<file path="src/shared/spcc_defines.svh">
// constants of the system power and clock control block
`ifndef SPCC_DEFINES_SVH
`define SPCC_DEFINES_SVH
`define SPCC_NUM_EINT 3
`define SPCC_NUM_PERIPH 8
`define SPCC_VEC_BASE 32'h0000_0000
`define SPCC_DIV_QUARTER 2'h0
`define SPCC_DIV_FULL 2'h1
`define SPCC_DIV_HALF 2'h2
`define SPCC_LIM_FULL 2'h0
`define SPCC_LIM_HALF 2'h1
`define SPCC_LIM_QUARTER 2'h3
`define SPCC_ST_RUN 3'h1
`define SPCC_ST_IDLE 3'h2
`define SPCC_ST_PDOWN 3'h4
`endif

</file>
<file path="src/shared/spcc_pkg.sv">
// types of the system power and clock control block
`include "spcc_defines.svh"
package spcc_pkg;
  // one-hot power state
  typedef enum logic [2:0] {
    SPCC_RUN = `SPCC_ST_RUN,
    SPCC_IDLE = `SPCC_ST_IDLE,
    SPCC_PDOWN = `SPCC_ST_PDOWN
  } spcc_state_type;
  // external interrupt configuration per input
  typedef struct packed {
    logic [`SPCC_NUM_EINT-1:0] pin_sel;
    logic [`SPCC_NUM_EINT-1:0] wake_en;
  } spcc_eint_cfg_type;
  // chip-wide power status
  typedef struct packed {
    logic cpu_run;
    logic osc_en;
    logic hold_pins;
  } spcc_status_type;
endpackage

</file>
<file path="src/logic/spcc_top.sv">
// system power and clock control: divider, low-power modes, gating, remap, eint
// Function
// - three external interrupt inputs via pin mux
// - each input may wake from power-down
// - vector area mapped from flash or RAM
// - idle halts processor until reset or interrupt
// - peripheral clocks keep running during idle
// - power-down stops oscillator and all clocks
// - power-down retains state and holds pins
// - leave power-down on reset or clockless interrupt
// - separate clock enable for each peripheral
// - peripheral clock full, half or quarter rate
// - divider resets to quarter rate
// - idle keeps the multiplying loop running
`timescale 1ns/1ps
`include "spcc_defines.svh"
module spcc_top (
  input wire logic clk_i,
  input wire logic rstn_i,
  input wire logic [`SPCC_NUM_EINT-1:0] eint_pin_i,
  input wire spcc_pkg::spcc_eint_cfg_type eint_cfg_i,
  input wire logic irq_i,
  input wire logic idle_req_i,
  input wire logic pdown_req_i,
  input wire logic map_ram_i,
  input wire logic [1:0] div_sel_i,
  input wire logic [`SPCC_NUM_PERIPH-1:0] periph_en_i,
  input wire logic pll_en_i,
  output logic [`SPCC_NUM_EINT-1:0] eint_o,
  output logic vec_from_ram_o,
  output logic [31:0] vec_base_o,
  output logic pclk_en_o,
  output logic [1:0] div_o,
  output logic [`SPCC_NUM_PERIPH-1:0] periph_clk_en_o,
  output logic pll_run_o,
  output spcc_pkg::spcc_status_type status_o,
  output logic [2:0] state_o
);

  spcc_pkg::spcc_state_type state_q; // current power state
  spcc_pkg::spcc_state_type state_d; // next power state
  logic [1:0] div_q; // active divider ratio
  logic [1:0] cnt_q; // phase within a peripheral clock period
  logic [1:0] lim; // last phase for the active ratio
  logic [`SPCC_NUM_EINT-1:0] eint_act; // inputs routed to interrupt function
  logic eint_any; // any routed input asserted
  logic wake_any; // any routed input armed for wake
  logic boundary; // end of current peripheral clock period

  // route pins to interrupt function only when the mux selects it
  genvar gi;
  generate
    for (gi = 0; gi < `SPCC_NUM_EINT; gi++)
    begin : g_eint
      assign eint_act[gi] = eint_pin_i[gi] & eint_cfg_i.pin_sel[gi];
    end
  endgenerate

  assign eint_any = |eint_act;
  // level detection needs no running clock, so it can end power-down
  assign wake_any = |(eint_act & eint_cfg_i.wake_en);

  // period length for the active ratio; reserved code falls back to quarter
  always_comb
  begin
    case (div_q)
      `SPCC_DIV_FULL: lim = `SPCC_LIM_FULL;
      `SPCC_DIV_HALF: lim = `SPCC_LIM_HALF;
      default: lim = `SPCC_LIM_QUARTER;
    endcase
  end

  assign boundary = (cnt_q == lim);

  // power state sequencing; power-down request beats idle request
  always_comb
  begin
    state_d = state_q;
    case (state_q)
      spcc_pkg::SPCC_RUN:
      begin
        if (pdown_req_i)
          state_d = spcc_pkg::SPCC_PDOWN;
        else if (idle_req_i)
          state_d = spcc_pkg::SPCC_IDLE;
      end
      spcc_pkg::SPCC_IDLE:
      begin
        if (irq_i || eint_any)
          state_d = spcc_pkg::SPCC_RUN;
      end
      spcc_pkg::SPCC_PDOWN:
      begin
        if (wake_any)
          state_d = spcc_pkg::SPCC_RUN;
      end
      default: state_d = spcc_pkg::SPCC_RUN;
    endcase
  end

  // state register; reset always returns to run
  always_ff @(posedge clk_i or negedge rstn_i)
  begin
    if (!rstn_i)
      state_q <= spcc_pkg::SPCC_RUN;
    else
      state_q <= state_d;
  end

  // status outputs follow the next state so they line up with state_q
  always_ff @(posedge clk_i or negedge rstn_i)
  begin
    if (!rstn_i)
    begin
      status_o <= 3'h6;
      state_o <= `SPCC_ST_RUN;
    end
    else
    begin
      status_o.cpu_run <= (state_d == spcc_pkg::SPCC_RUN);
      status_o.osc_en <= (state_d != spcc_pkg::SPCC_PDOWN);
      status_o.hold_pins <= (state_d == spcc_pkg::SPCC_PDOWN);
      state_o <= state_d;
    end
  end

  // divider phase counter; frozen in power-down so it resumes intact
  always_ff @(posedge clk_i or negedge rstn_i)
  begin
    if (!rstn_i)
    begin
      cnt_q <= 2'h0;
      div_q <= `SPCC_DIV_QUARTER;
    end
    else if (state_q != spcc_pkg::SPCC_PDOWN)
    begin
      if (boundary)
      begin
        cnt_q <= 2'h0;
        // loading only here avoids a clipped peripheral clock phase
        div_q <= div_sel_i;
      end
      else
        cnt_q <= cnt_q + 2'h1;
    end
  end

  // peripheral clock enable pulse; idle keeps it going, power-down stops it
  always_ff @(posedge clk_i or negedge rstn_i)
  begin
    if (!rstn_i)
      pclk_en_o <= 1'h0;
    else
      pclk_en_o <= boundary && (state_q != spcc_pkg::SPCC_PDOWN);
  end

  // per-peripheral gates and the multiplying loop enable
  always_ff @(posedge clk_i or negedge rstn_i)
  begin
    if (!rstn_i)
    begin
      periph_clk_en_o <= '0;
      pll_run_o <= 1'h0;
    end
    else
    begin
      periph_clk_en_o <= (state_d == spcc_pkg::SPCC_PDOWN) ? '0 : periph_en_i;
      pll_run_o <= pll_en_i && (state_d != spcc_pkg::SPCC_PDOWN);
    end
  end

  // interrupt requests, divider readback and vector mapping
  always_ff @(posedge clk_i or negedge rstn_i)
  begin
    if (!rstn_i)
    begin
      eint_o <= '0;
      div_o <= `SPCC_DIV_QUARTER;
      vec_from_ram_o <= 1'h0;
      vec_base_o <= `SPCC_VEC_BASE;
    end
    else
    begin
      eint_o <= eint_act;
      div_o <= div_q;
      vec_from_ram_o <= map_ram_i;
      vec_base_o <= `SPCC_VEC_BASE;
    end
  end

  // checks
  property p_idle_halt;
    @(posedge clk_i) disable iff (!rstn_i)
    (state_q == spcc_pkg::SPCC_IDLE && !irq_i && !eint_any) |=> !status_o.cpu_run;
  endproperty
  a_idle_halt: assert property (p_idle_halt) else $error("cpu ran in idle");

  property p_idle_pclk;
    @(posedge clk_i) disable iff (!rstn_i)
    (state_q == spcc_pkg::SPCC_IDLE && boundary) |=> pclk_en_o;
  endproperty
  a_idle_pclk: assert property (p_idle_pclk) else $error("pclk stopped in idle");

  property p_pdown_off;
    @(posedge clk_i) disable iff (!rstn_i)
    (state_o == `SPCC_ST_PDOWN) |-> (!status_o.osc_en && periph_clk_en_o == '0 && !pll_run_o);
  endproperty
  a_pdown_off: assert property (p_pdown_off) else $error("clock alive in power-down");

  property p_pdown_hold;
    @(posedge clk_i) disable iff (!rstn_i)
    (state_q == spcc_pkg::SPCC_PDOWN) |=> ($stable(div_q) && $stable(cnt_q) && !pclk_en_o);
  endproperty
  a_pdown_hold: assert property (p_pdown_hold) else $error("state moved in power-down");

  property p_wake;
    @(posedge clk_i) disable iff (!rstn_i)
    (state_q == spcc_pkg::SPCC_PDOWN && wake_any) |=> (status_o.cpu_run && status_o.osc_en);
  endproperty
  a_wake: assert property (p_wake) else $error("no wake from power-down");

  property p_gate;
    @(posedge clk_i) disable iff (!rstn_i)
    (state_d != spcc_pkg::SPCC_PDOWN) |=> (periph_clk_en_o == $past(periph_en_i));
  endproperty
  a_gate: assert property (p_gate) else $error("peripheral gate mismatch");

  property p_half;
    @(posedge clk_i) disable iff (!rstn_i)
    // a power-down entered right after the boundary freezes the count legally
    (div_q == `SPCC_DIV_HALF && div_sel_i == `SPCC_DIV_HALF && state_q == spcc_pkg::SPCC_RUN
      && state_d != spcc_pkg::SPCC_PDOWN && boundary) |=> !boundary ##1 boundary;
  endproperty
  a_half: assert property (p_half) else $error("half rate period wrong");

  property p_div_boundary;
    @(posedge clk_i) disable iff (!rstn_i)
    !$past(boundary) |-> $stable(div_q);
  endproperty
  a_div_boundary: assert property (p_div_boundary) else $error("ratio changed mid period");

  property p_pll_idle;
    @(posedge clk_i) disable iff (!rstn_i)
    (state_d == spcc_pkg::SPCC_IDLE && pll_en_i) |=> pll_run_o;
  endproperty
  a_pll_idle: assert property (p_pll_idle) else $error("loop stopped in idle");

endmodule // spcc_top

</file>
<file path="config.mk">
export PLATFORM = sky130hd
export DESIGN_NAME = spcc_top
export DESIGN_NICKNAME = d
export VERILOG_FILES = /design/src/shared/spcc_pkg.sv /design/src/logic/spcc_top.sv
export VERILOG_INCLUDE_DIRS = /design/src /design/src/shared
export SDC_FILE = /design/constraint.sdc
export NUM_CORES = 1
export LEC_CHECK = 0
export BUFFER_PORTS_ARGS = -buffer_cell sky130_fd_sc_hd__buf_2
export CORE_AREA = 2 2 60 62
export DETAILED_ROUTE_END_ITERATION = 8
export DIE_AREA = 0 0 62 64
export MAX_ROUTING_LAYER = met4
export PLACE_DENSITY_LB_ADDON = 0.3
export SYNTH_ARGS = -nofsm -noshare
export SYNTH_HDL_FRONTEND = slang
export SYNTH_SLANG_ARGS = --single-unit
</file>
<file path="constraint.sdc">
create_clock -name clk_i -period 1.9 [get_ports clk_i]
set_input_delay 0.38 -clock clk_i [delete_from_list [all_inputs] [get_ports clk_i]]
set_output_delay 0.38 -clock clk_i [all_outputs]
set_load 0.01 [all_outputs]
</file>
==> results.yml <==
setup_path:
  critPathLaunchType: "flop"
  worstReg2RegEnd: "div_q[0]$_DFFE_PN0P_"
  worstPathCellList: "ha_1 -> xor2_1 -> nor3_4 -> mux2_2"
  cpLargestDelayFamily: "flip-flops"
  critPathBufInv: 0
  crit_fanout: 3
  reg2reg_setup_slack_ns: 0.30
  rr_startpoint: "div_q[0]$_DFFE_PN0P_"
  worst_ep_required_time_ns: 2.09
  cp_slowest_stage_delay_ns: 0.42
  worstSetupPathType: "reg2reg"
  reg2reg_depth: 4
  endpoint_kind: "flop"
  slowest_stage: "dfrtp_1"
  arrival_ns: 1.80
floorplan:
  ioPinCount: 80
  core_area_um2: 3280
  die_area_um2: 3970
  num_rows: 21
  start_util_pct: 38.6
  die_y_um: 64
  die-width_um: 62
power:
  p_leak_nw: 0.757
  ir_drop_v: 0.000355
  power_mw: 1.91
  p_per_area_nw_per_um2: 1320
routing:
  drt_iter0_drc: 44
  route.detailed.drc: 0
  viasPerCell: 4.17
  ant_nets: 0
  vias: 854
  first_pass_iters: 4
  routed_wl_mm: 2.16
  routedWlPerCell_um: 10.5
placement:
  pre_cts_ws_ns: 0.302
  portBuffers: 47
  dp_cells: 201
  dpl.hpwl_mm: 1.76
  gp_congestion: 0.825
cts:
  numCtsBuffers: 3
  cts.clk_slew.worst_paths_ns: 0.13
  cts_buffer_depth: 2
  ctsResizeCount: 0
  cts-root-buf: "clkbuf_4"
  postCtsSetupRepairBufs: 0
  insertion_delay_ns: 0.31
  cts.sinks: 26
  cts_hold_buf: 0
  ctsHtreeMaxLevel: 1
  cts_tree: "built"
synthesis:
  synth_area_um2: 1270
  syn-instance-count: 110
  yosys_most_used_dff: "dfrtp_1"
  synth_edf_count: 0
  yosys_register_bits: 26
  async_flop_share_pct: 100
  ys_seq_area_share_pct: 51.6
  yosysWarnings: 0
  syn_avg_cell_area_um2: 11.5
  ys_types: 31
sta:
  setup_viol: 0
  period_minus_slack_ns: 1.60
  fmaxAchievable_mhz: 624
  tightest_slew_ns: 0.546
  hold_viol_final: 0
  tns_ns: 0
  rsz0062_at_grt: "false"
  hold-worst-slack_ns: 0.0379
  max-slew-margin-rel_pct: 63.6
  finalMaxSlewViolations: 0
  period_share_pct: 84.3
  fin_worst_skew_ns: 0.0102
  fin_ws_ns: 0.298
layout:
  drive_above_1_share_pct: 38.4
  fin_nets: 187
  antenna_cells: 0
  stdcell_count: 205
  syn_to_final_growth_pct: 14.7
global_route:
  grt_usage_pct: 11.5
  grt_pass1_vias: 776
  antenna_found_initial: 0
  overflow: 0
  grt_first_pass_wirelength_mm: 3.27
  grt_max_degree: 27
min_path:
  min_path_type: "in2async"
run:
  cap_violations: 0
status:
  status: "finished, final reports clean"
[layer usage]
layer	track usage (%)	part of all wire (%)	vias to the layer above
met4	5.85	1.5	0
met3	2.02	9.3	4
li1	-	-	400
met2	17.7	50	59
met5	-	0	-
met1	14.0	39	391
[cell usage after synthesis, drive strengths merged, types with 2 or more instances]
cell type	count	area [um^2]
inv	3	11.3
nand2	3	11.3
dfstp	3	78.8
dfrtp	23	576
nor2	3	11.3
buf	34	256
nand3	3	15.0
a31oi	3	18.8
and2	3	18.8
or2	2	12.5
o21bai	2	15.0
nor3b	11	93.8
mux2	2	22.5
[worst register-to-register path, stage by stage, from the launching register on]
cell,delay (ns)
dfrtp_1,0.42
ha_1,0.34
xor2_1,0.21
nor3_4,0.17
mux2_2,0.37
[flip-flops by register name, summed over array words and instances, names as in the netlist]
register	flops
cnt_q	2
div_o	2
pclk_en_o	1
eint_o	3
div_q	2
state_o	3
status_o	3
vec_from_ram_o	1
periph_clk_en_o	8
pll_run_o	1
[area by class of cell]
class	instances	area, um^2
Multi-Input combinational cell	78	462
Tap cell	46	57.6
Sequential cell	26	654
Timing Repair Buffer	48	243
Inverter	3	11.3
Fill cell	326	1830
Clock buffer	4	26.3
[metrics by stage]
step                utilization [%]  instance area, um^2
floorplan                         -                 1380
global placement               43.5                 1430
detailed placement             43.5                 1430
CTS                            44.3                 1450
global route                   44.3                 1450
finish                         44.3                 1450
[worst max-delay path by stage]
stage	end	start	cells past startpoint	slack, ns
6_report	div_q[0]$_DFFE_PN0P_	div_q[0]$_DFFE_PN0P_	4	0.30
5_1_grt	div_q[0]$_DFFE_PN0P_	div_q[1]$_DFFE_PN0P_	5	0.23
4_1_cts	div_q[0]$_DFFE_PN0P_	div_q[1]$_DFFE_PN0P_	5	0.28
3_5_place_dp	div_q[0]$_DFFE_PN0P_	div_q[1]$_DFFE_PN0P_	5	0.30
3_3_place_gp	div_q[1]$_DFFE_PN0P_	div_q[0]$_DFFE_PN0P_	4	0.39
2_1_floorplan	div_q[0]$_DFFE_PN0P_	div_q[0]$_DFFE_PN0P_	4	0.41
[cell families after synthesis]
group / synth area share (%)
AND/OR/NAND/NOR: 16.8
AO/OA/AOI/OAI: 6.02
adder cells (fa/ha/maj): 0.987
XOR/XNOR: 1.38
multiplexers: 1.78
flip-flops: 51.6
buffers and inverters: 21.1
other: 0.296
[power by group]
part | switching, mW | total, mW | internal [mW]
logic | 0.445 | 0.814 | 0.369
clock network | 0.144 | 0.226 | 0.0818
registers | 0.106 | 0.874 | 0.768
[layout by cell type (no fill, tap or decap), types with 3 or more instances in the layout]
| master | synthesis | routed |
|---|---|---|
| nand3_1 | 3 | 3 |
| and2_1 | 3 | 3 |
| dfstp_2 | 3 | 3 |
| inv_1 | 3 | 3 |
| nor2_1 | 3 | 3 |
| dfrtp_1 | 23 | 23 |
| nand2_1 | 3 | 3 |
| a31oi_1 | 3 | 3 |
| buf_2 | 1 | 47 |
| conb_1 | 1 | 32 |
| clkbuf_4 | 0 | 3 |
| nor3b_1 | 10 | 10 |
Note: power is estimated with default switching activity, not from simulation.
